===== config.mk =====
export PLATFORM = sky130hd
export DESIGN_NAME = pxc_ext_regs
export DESIGN_NICKNAME = d
export VERILOG_FILES = /design/src/pxc_pkg.sv /design/src/pxc_gen_if.sv /design/src/pxc_frame_gen.sv /design/src/pxc_crc_counter.sv /design/src/pxc_ext_regs.sv
export SDC_FILE = /design/constraint.sdc
export NUM_CORES = 1
export LEC_CHECK = 0
export BUFFER_PORTS_ARGS = -buffer_cell sky130_fd_sc_hd__buf_4
export CORE_MARGIN = 10
export CORE_UTILIZATION = 45
export DETAILED_ROUTE_END_ITERATION = 8
export MAX_ROUTING_LAYER = met4
export SLEW_MARGIN = 30
export SYNTH_ARGS = -nofsm -noshare
export SYNTH_HDL_FRONTEND = slang
export SYNTH_HIERARCHICAL = 1
export SYNTH_SLANG_ARGS = --single-unit

===== constraint.sdc =====
create_clock -name i_mclk -period 4.4 [get_ports i_mclk]
set_clock_uncertainty 0.2 [all_clocks]
set_input_delay 1.32 -clock i_mclk [delete_from_list [all_inputs] [get_ports i_mclk]]
set_output_delay 1.32 -clock i_mclk [all_outputs]
set_load 0.01 [all_outputs]

===== src/pxc_pkg.sv =====
// Package for the port extended control and test packet generator block.
// Assumes a 16-bit management register port with 5-bit register addresses.
package pxc_pkg;
  localparam logic [4:0]  ADDR_EXT_CONTROL_THREE   = 5'h14;
  localparam logic [4:0]  ADDR_INLINE_POWER_CRC    = 5'h17;
  localparam logic [4:0]  ADDR_PKT_GEN_CONTROL     = 5'h1d;
  localparam logic [4:0]  ADDR_PKT_GEN_PATTERN     = 5'h1e;
  localparam logic [15:0] RST_EXT_CONTROL_THREE    = 16'h0004;
  localparam logic [15:0] RST_PKT_GEN_CONTROL      = 16'h0040;
  localparam logic [15:0] RST_PKT_GEN_PATTERN      = 16'h0000;
  localparam int          BIT_ADDR_REVERSE         = 9;
  localparam int          BIT_NO_PREAMBLE          = 5;
  localparam int          BIT_DOWNSHIFT_EN         = 4;
  localparam int          BIT_DOWNSHIFT_STATUS     = 1;
  localparam int          BIT_DETECT_EN            = 10;
  localparam int          BIT_GEN_ENABLE           = 15;
  localparam int          BIT_GEN_RUN              = 14;
  localparam int          BIT_GEN_CONTINUOUS       = 13;
  localparam int          BIT_GEN_RANDOM           = 1;
  localparam int          BIT_GEN_BAD_FCS          = 0;
  localparam logic [1:0]  MEDIA_NONE               = 2'h0;
  localparam logic [1:0]  MEDIA_COPPER             = 2'h1;
  localparam logic [1:0]  DETECT_SEARCHING         = 2'h0;
  localparam logic [1:0]  DETECT_NEEDS_POWER       = 2'h1;
  localparam logic [1:0]  DETECT_NO_POWER          = 2'h2;
  localparam logic [7:0]  CRC_ERR_MAX              = 8'hff;
  localparam logic [2:0]  DOWNSHIFT_BASE           = 3'h2;
  localparam logic [1:0]  PORT_LAST                = 2'h3;
  localparam logic [13:0] LEN_125                  = 14'h007d;
  localparam logic [13:0] LEN_64                   = 14'h0040;
  localparam logic [13:0] LEN_1518                 = 14'h05ee;
  localparam logic [13:0] LEN_JUMBO                = 14'h2710;
  localparam int          PKTS_SINGLE_RUN          = 30000000;
  localparam int          PKTS_INCREMENT           = 10000;
  localparam logic [43:0] DEST_ADDR_UPPER          = 44'hfff_ffff_ffff;
  localparam logic [43:0] SRC_ADDR_UPPER           = 44'hfff_ffff_ffff;
  localparam logic [15:0] LFSR_SEED                = 16'hace1;
  localparam logic [15:0] LFSR_TAPS                = 16'hb400;
endpackage


===== src/pxc_gen_if.sv =====
// Interface carrying the latched generator settings and the generator status.
// Assumes one clock shared by both ends.
`timescale 1ns/1ps
interface pxc_gen_if;
  logic        start;
  logic        stop;
  logic        continuous;
  logic [13:0] frame_len;
  logic        random;
  logic        bad_fcs;
  logic [15:0] pattern;
  logic        busy;
  logic        pkt_done;
  modport ctrl (output start, output stop, output continuous, output frame_len,
                output random, output bad_fcs, output pattern,
                input busy, input pkt_done);
  modport gen  (input start, input stop, input continuous, input frame_len,
                input random, input bad_fcs, input pattern,
                output busy, output pkt_done);
endinterface


===== src/pxc_frame_gen.sv =====
// Byte engine that emits generated test frames.
// Assumes settings other than the continuous bit are stable for the whole run; the control block latches them.
`timescale 1ns/1ps
module pxc_frame_gen
  import pxc_pkg::*;
#(
  parameter int PKTS_TOTAL = PKTS_SINGLE_RUN,
  parameter int PKTS_STEP  = PKTS_INCREMENT
)(
  input  wire logic i_mclk,
  input  wire logic i_rst,
  pxc_gen_if.gen    gen,
  input  wire logic [7:0] i_hdr_byte,
  output logic      [5:0] o_hdr_idx,
  output logic      [7:0] o_tx_data,
  output logic            o_tx_en
);
  logic [13:0] byte_cnt;
  logic [31:0] pkt_cnt;
  logic [31:0] step_cnt;
  logic [15:0] lfsr;
  logic        stopping;
  logic        last_byte;
  logic        in_fcs;
  logic        hdr_zone;
  logic [7:0]  pat_byte;
  logic [7:0]  pay_byte;
  logic [7:0]  fcs_byte;
  logic        run_done;

  // Byte selection for the current position of the frame.
  assign last_byte = (byte_cnt == gen.frame_len - 14'h0001);
  assign in_fcs    = (byte_cnt >= gen.frame_len - 14'h0004);
  assign hdr_zone  = (byte_cnt < 14'h000c);
  assign o_hdr_idx = byte_cnt[5:0];
  assign pat_byte  = byte_cnt[0] ? gen.pattern[7:0] : gen.pattern[15:8];
  assign pay_byte  = gen.random ? lfsr[7:0] : pat_byte;
  assign fcs_byte  = gen.bad_fcs ? ~lfsr[15:8] : lfsr[15:8];
  assign run_done  = (!gen.continuous && pkt_cnt == PKTS_TOTAL - 1) ||
                     (stopping && step_cnt == PKTS_STEP - 1);
  assign gen.pkt_done = gen.busy && last_byte;

  // Frame sequencer and packet counters.
  always_ff @(posedge i_mclk)
  begin
    if (i_rst || gen.start)
    begin
      gen.busy  <= gen.start;
      byte_cnt  <= 14'h0000;
      pkt_cnt   <= 32'h0;
      step_cnt  <= 32'h0;
      stopping  <= 1'b0;
      lfsr      <= LFSR_SEED;
      o_tx_en   <= 1'b0;
      o_tx_data <= 8'h00;
    end
    else
    begin
      o_tx_en   <= gen.busy;
      o_tx_data <= hdr_zone ? i_hdr_byte : (in_fcs ? fcs_byte : pay_byte);
      if (gen.stop)
        stopping <= 1'b1;
      if (gen.busy)
      begin
        lfsr     <= lfsr[0] ? ((lfsr >> 1) ^ LFSR_TAPS) : (lfsr >> 1);
        byte_cnt <= last_byte ? 14'h0000 : byte_cnt + 14'h0001;
        if (last_byte)
        begin
          pkt_cnt  <= pkt_cnt + 32'h1;
          step_cnt <= (step_cnt == PKTS_STEP - 1) ? 32'h0 : step_cnt + 32'h1;
          if (run_done)
            gen.busy <= 1'b0;
        end
      end
    end
  end
endmodule


===== src/pxc_crc_counter.sv =====
// Saturating receive CRC error counter that clears when read.
// Assumes error pulses are one cycle wide and synchronous.
`timescale 1ns/1ps
module pxc_crc_counter
  import pxc_pkg::*;
(
  input  wire logic       i_mclk,
  input  wire logic       i_rst,
  input  wire logic       i_crc_err,
  input  wire logic       i_clear,
  output logic      [7:0] o_count
);
  logic at_max;
  assign at_max = (o_count == CRC_ERR_MAX);

  // A read clears; an error in that same cycle starts the new count at one.
  always_ff @(posedge i_mclk)
  begin
    if (i_rst)
      o_count <= 8'h00;
    else if (i_clear)
      o_count <= i_crc_err ? 8'h01 : 8'h00;
    else if (i_crc_err && !at_max)
      o_count <= o_count + 8'h01;
  end
endmodule


===== src/pxc_ext_regs.sv =====
// Extended register page block: control 3 low fields, inline power and CRC
// errors, and the two test packet generator registers with the frame engine.
// Assumes a 16-bit management port, one clock, and an external port index strap.
// How it works
// - Reversal maps port n to address 3-n.
// - Media status reads 00 none, 01 copper.
// - No-preamble bit lets receiver raise data valid.
// - Downshift enable allows gigabit fallback after failures.
// - Threshold codes give 2,3,4,5 failures; default 01.
// - Downshift status reads one when required.
// - Management address latched at reset, read-only.
// - Detection status valid only with detection enabled.
// - Detection codes: searching, needs power, no power.
// - CRC error counter saturates, clears on read.
// - Single run stops at total; continuous stops on step.
// - Length codes give 125, 64, 1518, 10000 bytes.
// - Destination address all ones with programmed nibble.
// - Source address low nibble from field.
// - Payload type picks random or fixed pattern.
// - FCS bit picks corrupted or correct check.
// - Pattern repeats through payload; resets to zero.
// - Control changes apply only after run toggle, except clearing continuous, which applies at once.
// - Pattern changes apply only after run toggle.
`timescale 1ns/1ps
module pxc_ext_regs
  import pxc_pkg::*;
#(
  parameter int PKTS_TOTAL = PKTS_SINGLE_RUN,
  parameter int PKTS_STEP  = PKTS_INCREMENT
)(
  input  wire logic        i_mclk,
  input  wire logic        i_rst,
  input  wire logic        i_soft_rst,
  input  wire logic [4:0]  i_addr,
  input  wire logic [15:0] i_wdata,
  input  wire logic        i_wr,
  input  wire logic        i_rd,
  output logic      [15:0] o_rdata,
  input  wire logic [1:0]  i_port_idx,
  input  wire logic [4:0]  i_base_addr,
  input  wire logic        i_copper_sel,
  input  wire logic        i_gig_an_fail,
  input  wire logic        i_an_restart,
  input  wire logic        i_detect_needs_power,
  input  wire logic        i_detect_no_power,
  input  wire logic        i_crc_err,
  input  wire logic        i_rx_data_seen,
  input  wire logic        i_rx_sfd_seen,
  output logic             o_rx_dv_permit,
  output logic      [1:0]  o_mgmt_port,
  output logic      [4:0]  o_phy_addr,
  output logic             o_downshift,
  output logic             o_detect_en,
  output logic      [7:0]  o_tx_data,
  output logic             o_tx_en,
  output logic             o_gen_busy
);
  pxc_gen_if gif ();

  logic        addr_reverse;
  logic        no_preamble;
  logic        downshift_en;
  logic [1:0]  downshift_thr;
  logic        downshift_st;
  logic [2:0]  fail_cnt;
  logic        detect_en;
  logic [1:0]  detect_st;
  logic [4:0]  phy_addr;
  logic        addr_latched;
  logic [15:0] gen_ctrl;
  logic [15:0] gen_pat;
  logic        run_prev;
  logic [13:0] lat_ctrl;
  logic [15:0] lat_pat;
  logic [7:0]  crc_count;
  logic [15:0] rd_mux;
  logic        sel_ec3;
  logic        sel_ipc;
  logic        sel_gc;
  logic        sel_gp;
  logic        sticky_clr;
  logic [2:0]  fail_limit;
  logic        run_rise;
  logic        run_fall;
  logic [1:0]  media_st;
  logic [47:0] dest_addr;
  logic [47:0] src_addr;
  logic [5:0]  hdr_idx;
  logic [7:0]  hdr_byte;
  logic [95:0] hdr_bits;

  // Address decode of the four registers.
  assign sel_ec3    = (i_addr == ADDR_EXT_CONTROL_THREE);
  assign sel_ipc    = (i_addr == ADDR_INLINE_POWER_CRC);
  assign sel_gc     = (i_addr == ADDR_PKT_GEN_CONTROL);
  assign sel_gp     = (i_addr == ADDR_PKT_GEN_PATTERN);
  assign sticky_clr = i_rst;

  // Port to management address mapping, reversed on request.
  assign o_mgmt_port = addr_reverse ? (PORT_LAST - i_port_idx) : i_port_idx;
  assign o_phy_addr  = phy_addr;

  // Media status follows the copper selection.
  assign media_st = i_copper_sel ? MEDIA_COPPER : MEDIA_NONE;

  // Receiver may raise data valid on data alone when preamble is optional.
  assign o_rx_dv_permit = i_rx_data_seen && (no_preamble || i_rx_sfd_seen);

  // Threshold field maps to a failure count of two through five.
  assign fail_limit  = DOWNSHIFT_BASE + {1'b0, downshift_thr};
  assign o_downshift = downshift_st;
  assign o_detect_en = detect_en;

  // Run bit edges, used to apply latched settings.
  assign run_rise  = gen_ctrl[BIT_GEN_RUN] && !run_prev;
  assign run_fall  = !gen_ctrl[BIT_GEN_RUN] && run_prev;
  assign gif.start = run_rise && gen_ctrl[BIT_GEN_ENABLE];
  assign gif.stop  = run_fall || !lat_ctrl[BIT_GEN_CONTINUOUS] == 1'b0 &&
                     sel_gc && i_wr && !i_wdata[BIT_GEN_CONTINUOUS];
  assign gif.continuous = lat_ctrl[BIT_GEN_CONTINUOUS];
  assign gif.random     = lat_ctrl[BIT_GEN_RANDOM];
  assign gif.bad_fcs    = lat_ctrl[BIT_GEN_BAD_FCS];
  assign gif.pattern    = lat_pat;
  assign gif.frame_len  = (lat_ctrl[12:11] == 2'h0) ? LEN_125 :
                          (lat_ctrl[12:11] == 2'h1) ? LEN_64 :
                          (lat_ctrl[12:11] == 2'h2) ? LEN_1518 : LEN_JUMBO;
  assign o_gen_busy     = gif.busy;

  // Header bytes: destination then source address, most significant first.
  assign dest_addr = {DEST_ADDR_UPPER, lat_ctrl[9:6]};
  assign src_addr  = {SRC_ADDR_UPPER, lat_ctrl[5:2]};
  assign hdr_bits  = {dest_addr, src_addr};
  assign hdr_byte  = hdr_bits[8'd95 - {hdr_idx[3:0], 3'h0} -: 8];

  // Read data assembly; unmapped addresses read as zero.
  assign rd_mux = sel_ec3 ? {6'h00, addr_reverse, 1'b0, media_st, no_preamble,
                             downshift_en, downshift_thr, downshift_st, 1'b0} :
                  sel_ipc ? {phy_addr, detect_en, detect_st, crc_count} :
                  sel_gc  ? gen_ctrl :
                  sel_gp  ? gen_pat : 16'h0000;

  // Read data register, valid the cycle after the read strobe.
  always_ff @(posedge i_mclk)
  begin
    if (i_rst)
      o_rdata <= 16'h0000;
    else
      o_rdata <= i_rd ? rd_mux : 16'h0000;
  end

  // Sticky control 3 fields: only a hard reset restores their defaults, except reversal, which soft reset also restores.
  always_ff @(posedge i_mclk)
  begin
    if (sticky_clr)
    begin
      addr_reverse  <= RST_EXT_CONTROL_THREE[BIT_ADDR_REVERSE];
      no_preamble   <= RST_EXT_CONTROL_THREE[BIT_NO_PREAMBLE];
      downshift_en  <= RST_EXT_CONTROL_THREE[BIT_DOWNSHIFT_EN];
      downshift_thr <= RST_EXT_CONTROL_THREE[3:2];
      detect_en     <= 1'b0;
    end
    else
    begin
      if (i_soft_rst)
        addr_reverse <= RST_EXT_CONTROL_THREE[BIT_ADDR_REVERSE];
      else if (i_wr && sel_ec3)
        addr_reverse <= i_wdata[BIT_ADDR_REVERSE];
      if (i_wr && sel_ec3)
      begin
        no_preamble   <= i_wdata[BIT_NO_PREAMBLE];
        downshift_en  <= i_wdata[BIT_DOWNSHIFT_EN];
        downshift_thr <= i_wdata[3:2];
      end
      if (i_wr && sel_ipc)
        detect_en <= i_wdata[BIT_DETECT_EN];
    end
  end

  // Gigabit negotiation failure count and downshift status.
  always_ff @(posedge i_mclk)
  begin
    if (i_rst || i_soft_rst)
    begin
      fail_cnt     <= 3'h0;
      downshift_st <= 1'b0;
    end
    else if (!downshift_en || i_an_restart)
    begin
      fail_cnt     <= 3'h0;
      downshift_st <= 1'b0;
    end
    else if (i_gig_an_fail && !downshift_st)
    begin
      fail_cnt <= fail_cnt + 3'h1;
      if (fail_cnt + 3'h1 >= fail_limit)
        downshift_st <= 1'b1;
    end
  end

  // Management address capture just after reset release.
  always_ff @(posedge i_mclk)
  begin
    if (i_rst)
    begin
      addr_latched <= 1'b0;
      phy_addr     <= 5'h00;
    end
    else if (!addr_latched)
    begin
      addr_latched <= 1'b1;
      phy_addr     <= i_base_addr;
    end
  end

  // Inline power detection status, held at searching while disabled.
  always_ff @(posedge i_mclk)
  begin
    if (i_rst || !detect_en)
      detect_st <= DETECT_SEARCHING;
    else if (i_detect_needs_power)
      detect_st <= DETECT_NEEDS_POWER;
    else if (i_detect_no_power)
      detect_st <= DETECT_NO_POWER;
  end

  // Generator registers and the settings latched on each start.
  always_ff @(posedge i_mclk)
  begin
    if (i_rst || i_soft_rst)
    begin
      gen_ctrl <= RST_PKT_GEN_CONTROL;
      gen_pat  <= RST_PKT_GEN_PATTERN;
      run_prev <= 1'b0;
      lat_ctrl <= RST_PKT_GEN_CONTROL[13:0];
      lat_pat  <= RST_PKT_GEN_PATTERN;
    end
    else
    begin
      run_prev <= gen_ctrl[BIT_GEN_RUN];
      if (i_wr && sel_gc)
        gen_ctrl <= i_wdata;
      if (i_wr && sel_gp)
        gen_pat <= i_wdata;
      if (run_rise)
      begin
        lat_ctrl <= gen_ctrl[13:0];
        lat_pat  <= gen_pat;
      end
      else if (i_wr && sel_gc)
        lat_ctrl[BIT_GEN_CONTINUOUS] <= lat_ctrl[BIT_GEN_CONTINUOUS] &
                                        i_wdata[BIT_GEN_CONTINUOUS];
    end
  end

  // CRC error counter, cleared by a read of its register.
  pxc_crc_counter u_crc (
    .i_mclk    (i_mclk),
    .i_rst     (i_rst),
    .i_crc_err (i_crc_err),
    .i_clear   (i_rd && sel_ipc),
    .o_count   (crc_count)
  );

  // Frame engine fed with the latched settings.
  pxc_frame_gen #(
    .PKTS_TOTAL (PKTS_TOTAL),
    .PKTS_STEP  (PKTS_STEP)
  ) u_gen (
    .i_mclk     (i_mclk),
    .i_rst      (i_rst),
    .gen        (gif),
    .i_hdr_byte (hdr_byte),
    .o_hdr_idx  (hdr_idx),
    .o_tx_data  (o_tx_data),
    .o_tx_en    (o_tx_en)
  );
endmodule


==> qor.yml, run 1 <==
grt:
  antenna_found_initial: 0
  grtUsageTotal_pct: 19.1
  grt_max_degree: 54
  grt-ovfl-total: 0
  grt_pass1_vias: 9268
  grt_pass1_wl_um: 48200
pwr:
  vdd_drop_max_v: 0.000277
  power_w: 0.00420
  power.leakage_nw: 4.57
  powerDensity_nw_per_um2: 336
critical_path:
  worstPathRequired_ns: 4.60
  arrival_ns: 4.30
  cp-end-kind: "flip-flop"
  r2r-start: "lat_ctrl[11]"
  cp-endpoint: "u_gen/o_tx_data[6]"
  critical_path_class: "flip-flop to flip-flop"
  rr_endpoint: "u_gen/o_tx_data[6]"
  critPathLaunchType: "flip-flop"
  r2r_slack_ns: 0.30
  worstSetupStartpoint: "lat_ctrl[11]"
  path_max_fanout: 16
  rr_worst_depth: 15
clock_network:
  cts_root_buf: "clkbuf_16"
  hold_buffers: 0
  numCtsBuffers: 24
  clk_pin_slew_worst_paths_ns: 0.06
  cts_tree: "built"
  clk_path_buf_depth: 3
  cts_num_sinks: 209
  htree_num_levels: 1
  clkLatencyLatePin_ns: 0.52
floorplan:
  placementRows: 56
  die_y_um: 175
  die_w_um: 175
  start_util_pct: 46.0
  core_area_um2: 23600
  dieArea_um2: 30700
  io_pins: 77
timing:
  fin_hold_ws_ns: 0.253
  finalSetupViolCount: 0
  setup_tns_ns: 0
  final-hold-violation-count: 0
  maxSlewHeadroom_pct: 35.4
  rsz0062_at_grt: "false"
  min_period_over_period_pct: 93.1
  maxClockFrequency_mhz: 244
  worst_pin_slew_ns: 0.965
  min_period_ns: 4.10
  maxSlewViolCount: 0
min_path:
  hold_class: "flip-flop to flip-flop"
  hold_depth: 2
detailed_routing:
  viasPerCell: 5.67
  drt-initial-drc-count: 822
  drc: 0
  ant_nets: 0
  dr.pass1.iters: 6
  routed_wl_um: 29400
  wl_per_cell_um: 17.3
  vias: 9641
placement:
  place_hpwl_um: 20800
  port_buffers: 76
  place.gp.congestion: 0.881
synthesis:
  syn_area_um2: 10900
  ys_warn_count: 6
  netlist_instances: 1322
  avgSynthCellArea_um2: 8.21
run:
  cap_violations: 0
finish:
  diodes: 0
  final_nets: 1436
  drive_gt1_share_pct: 12.2
  area_delta_synth_final_pct: 15.0
outcome:
  status: "completed"
## cell type report
class	count	area [um^2]
fillers	2278	11100
multi-input cells	1004	6220
flip-flops and latches	209	4190
repair buffers	95	726
clock buffers	35	712
well taps	319	399
clock inverters	8	130
inverters	30	113
## placed cells by master (no fill, tap or decap), drive strengths merged, types with 30 or more instances in the layout
| cell type | count |
|---|---|
| a21oi | 107 |
| buf | 95 |
| clkbuf | 35 |
| dfxtp | 209 |
| ha | 31 |
| inv | 31 |
| mux2i | 47 |
| nand2 | 153 |
| nand3 | 65 |
| nand4 | 32 |
| nor2 | 126 |
| nor3 | 30 |
| o21ai | 86 |
| or3 | 33 |
| xor2 | 36 |
## state kept, by name, summed over array words and instances (netlist names), 3 cells and up
name             count
fail_cnt             3
gen_ctrl            16
gen_pat             16
gif.pattern         16
lat_ctrl            13
o_phy_addr           5
o_rdata             16
u_crc/o_count        8
u_gen/byte_cnt      14
u_gen/lfsr          16
u_gen/o_tx_data      8
u_gen/pkt_cnt       32
u_gen/step_cnt      32
## power breakdown
| group | switching [W] | internal, W | leakage (nW) |
|---|---|---|---|
| registers | 0.0000100 | 0.00190 | 1.69 |
| logic | 0.000103 | 0.0000701 | 2.47 |
| clock network | 0.000811 | 0.00130 | 0.416 |
| total | 0.000924 | 0.00327 | 4.57 |
## worst max-delay path, cell delays in order, from the launching register on
cell and delay (ns):
dfxtp_2 0.36, inv_1 0.07, ha_1 0.28, or2_4 0.33
nor4_4 0.32, nand2_1 0.12, or3_1 0.35, or3_1 0.34
xnor2_1 0.14, ha_1 0.28, and4_1 0.20, a21oi_1 0.12
o211ai_1 0.10, buf_4 0.22, a211o_1 0.27, a32o_1 0.26
## stage by stage
stage	worst slack (ns)	utilization, %	std cells	cell area [um^2]
4_1_cts	0.0950	52.8	1697	12500
2_1_floorplan	0.0584	-	1325	10900
5_1_grt	0.000619	52.9	1700	12500
3_5_place_dp	0.0819	49.2	1654	11600
6_report	0.304	52.9	1700	12500
3_3_place_gp	0.210	49.2	1654	11600
## how the worst min path moves through the flow
stage                   start              to
6_report       gif.pattern[8]  gif.pattern[8]
5_1_grt        gif.pattern[4]  gif.pattern[4]
4_1_cts           lat_ctrl[9]     lat_ctrl[9]
3_5_place_dp      lat_ctrl[9]     lat_ctrl[9]
3_3_place_gp   gif.pattern[4]  gif.pattern[4]
2_1_floorplan     lat_ctrl[7]     lat_ctrl[7]
## per-layer routing
metal | track usage [%] | share of wire (%) | wire length (um)
met4 | 3.85 | 1.6 | 473
met5 | - | 0 | 0
met1 | 25.5 | 48 | 14100
met2 | 30.2 | 46 | 13600
met3 | 2.87 | 4.4 | 1280
## what timing repair did
action,4_1_cts,5_1_grt
buffers inserted,0,2
gates resized for setup,0,4
endpoints found under the setup margin,0,65
hold endpoints to repair,0,0
No activity file was read; power rests on OpenSTA's default activity.
==> inputs of run 2 (changes only) <==
- PLACE_DENSITY_LB_ADDON: not set -> 0.15
- clock period: 4.4 -> 3.8 ns (I/O delays scaled with it)
==> qor.yml, run 2 (synthesized netlist as in run 1, its figures left out) <==
outcome:
  status: "complete, but fails checks"
  failed_checks: "setup timing"
finish:
  layout_commonest_cell: "dfxtp_1"
  final_nets: 1476  # +2.8%
  drive_gt1_share_pct: 17.0  # +4.8 points
  diodes: 0  # unchanged
  area_delta_synth_final_pct: 20.6
  finalInstanceArea_um2: 13100  # +4.8%
  layout.cells.most_common_list: "dfxtp_1 (206), nand2_1 (152), buf_4 (123), nor2_1 (119), a21oi_1 (99)"
  top_regs: "u_gen/pkt_cnt: 32 flops, u_gen/step_cnt: 32 flops"
  finalNonFillerCells: 1741  # +2.4%
clock_network:
  htree_num_levels: 1  # unchanged
  hold_buffers: 0  # unchanged
  numCtsBuffers: 25  # +4.2%
  cts_tree: "built"
  cts_root_buf: "clkbuf_16"
  clkLatencyLatePin_ns: 0.53  # about the same
  cts_num_sinks: 209  # unchanged
  clk_path_buf_depth: 3  # unchanged
  clk_pin_slew_worst_paths_ns: 0.06  # about the same
critical_path:
  path_max_fanout: 8  # -8
  arrival_ns: 4.09  # -0.21 ns
  critical_path_class: "flip-flop to flip-flop"
  worstPathRequired_ns: 4.01  # -0.59 ns
  cp-end-kind: "flip-flop"
  critPathLaunchType: "flip-flop"
timing:
  final-hold-violation-count: 0  # unchanged
  fin_hold_ws_ns: 0.254  # +0.00122 ns
  maxSlewViolCount: 0  # unchanged
  maxClockFrequency_mhz: 258  # +5.7%
  min_period_ns: 3.88  # -0.220 ns
  worst_pin_slew_ns: 0.807  # -0.158 ns
  fin_ws_ns: -0.0762  # -0.380 ns
  rsz0062_at_grt: "true"
  setup_tns_ns: -0.393  # -0.393 ns
  finalSetupViolCount: 12  # +12
  min_period_over_period_pct: 102  # +8.9 points
  maxSlewHeadroom_pct: 45.8  # +10 points
min_path:
  hold_class: "flip-flop to flip-flop"
placement:
  place_hpwl_um: 20700  # -0.42%
  dpl_cell_area_um2: 11900  # +2.5%
  dp.cells: 1682  # +1.7%
  place.gp.congestion: 0.886  # +0.56%
  port_buffers: 76  # unchanged
detailed_routing:
  wl_per_cell_um: 17.2  # -0.43%
  dr.pass1.iters: 7  # +1
  ant_nets: 0  # unchanged
  viasPerCell: 5.70  # +0.52%
  drt-initial-drc-count: 798  # -2.9%
  drc: 0  # unchanged
  vias: 9925  # +2.9%
  routed_wl_um: 30000  # +2.0%
grt:
  grtUsageTotal_pct: 18.8  # -0.28 points
  grt_pass1_vias: 9312  # +0.47%
  antenna_found_initial: 0  # unchanged
  grt_max_degree: 70  # +30%
  grt-ovfl-total: 0  # unchanged
  grt_pass1_wl_um: 47900  # -0.67%
floorplan:
  die_y_um: 175  # unchanged
  die_w_um: 175  # unchanged
  io_pins: 77  # unchanged
  placementRows: 56  # unchanged
  dieArea_um2: 30700  # unchanged
  start_util_pct: 46.0  # unchanged
  core_area_um2: 23600  # unchanged
pwr:
  vdd_drop_max_v: 0.000287  # +3.4%
  power_w: 0.00475  # +13%
  powerDensity_nw_per_um2: 363  # +7.9%
  power.leakage_nw: 4.85  # +6.1%
run:
  cap_violations: 0  # unchanged
[run 2: cell count changes in the layout (fill, tap and decap cells not counted), sizes merged]
cell / before / now
buf: 95 / 131
bufinv: 3 / 1
clkbuf: 35 / 41
inv: 31 / 33
or2: 9 / 8
[run 2: final cells by class]
| cell class | count | area (um^2) |
|---|---|---|
| clock inverter | 8 | 87.6 |
| sequential | 209 | 4190 |
| multi-input combinational | 1003 | 6440 |
| clock buffer | 37 | 711 |
| inverter | 30 | 115 |
| tap | 319 | 399 |
| timing repair buffer | 135 | 1150 |
| fill | 2243 | 10500 |
[run 2: layer usage]
metal | vias to the layer above | wire length (um) | track usage [%] | share of wire, %
li1 | 4911 | - | - | -
met4 | 0 | 697 | 5.44 | 2.3
met2 | 257 | 14200 | 30.3 | 47
met5 | - | 0 | - | 0
met3 | 45 | 1170 | 2.29 | 3.9
met1 | 4712 | 14000 | 24.4 | 47
[run 2: timing repair]
item / CTS / global route
resized for setup: 8 / 47
gates cloned: 0 / 4
pin swaps: 3 / 22
buffers inserted: 2 / 8
endpoints found under the setup margin: 42 / 79
[run 2: worst paths after layout]
check,from,to,slack [ns],depth (start not counted)
max,lat_ctrl[12],u_gen/o_tx_data[3],-0.08,16
min,lat_ctrl[8],lat_ctrl[8],0.25,2
max reg2reg,lat_ctrl[12],u_gen/o_tx_data[3],-0.08,16
min reg2reg,lat_ctrl[8],lat_ctrl[8],0.25,2
[run 2: metrics by stage]
step / utilization [%] / setup slack (ns)
after floorplan: - / -0.451
after global placement: 50.4 / -0.0149
after detailed placement: 50.4 / -0.148
after CTS: 54.0 / 0.00840
after global routing: 55.4 / -0.227
final: 55.4 / -0.0762
[run 2: worst max-delay path, cell delays in order, from the launching register on]
cell and delay (ns):
dfxtp_4 0.38, inv_4 0.04, ha_4 0.15, or2_4 0.26, buf_4 0.17, or4_4 0.56, buf_4 0.17, nor3_4 0.12
xnor2_1 0.09, ha_1 0.30, and4_4 0.21, o2111ai_1 0.11, o211ai_1 0.18, buf_4 0.19, buf_6 0.13, a211o_1 0.27
a32o_1 0.25
[run 2: power by group]
group	leakage, nW	internal, W	switching (W)
Combinational	2.77	0.0000846	0.000121
Sequential	1.69	0.00220	0.0000122
Clock	0.395	0.00137	0.000952
Total	4.85	0.00366	0.00109
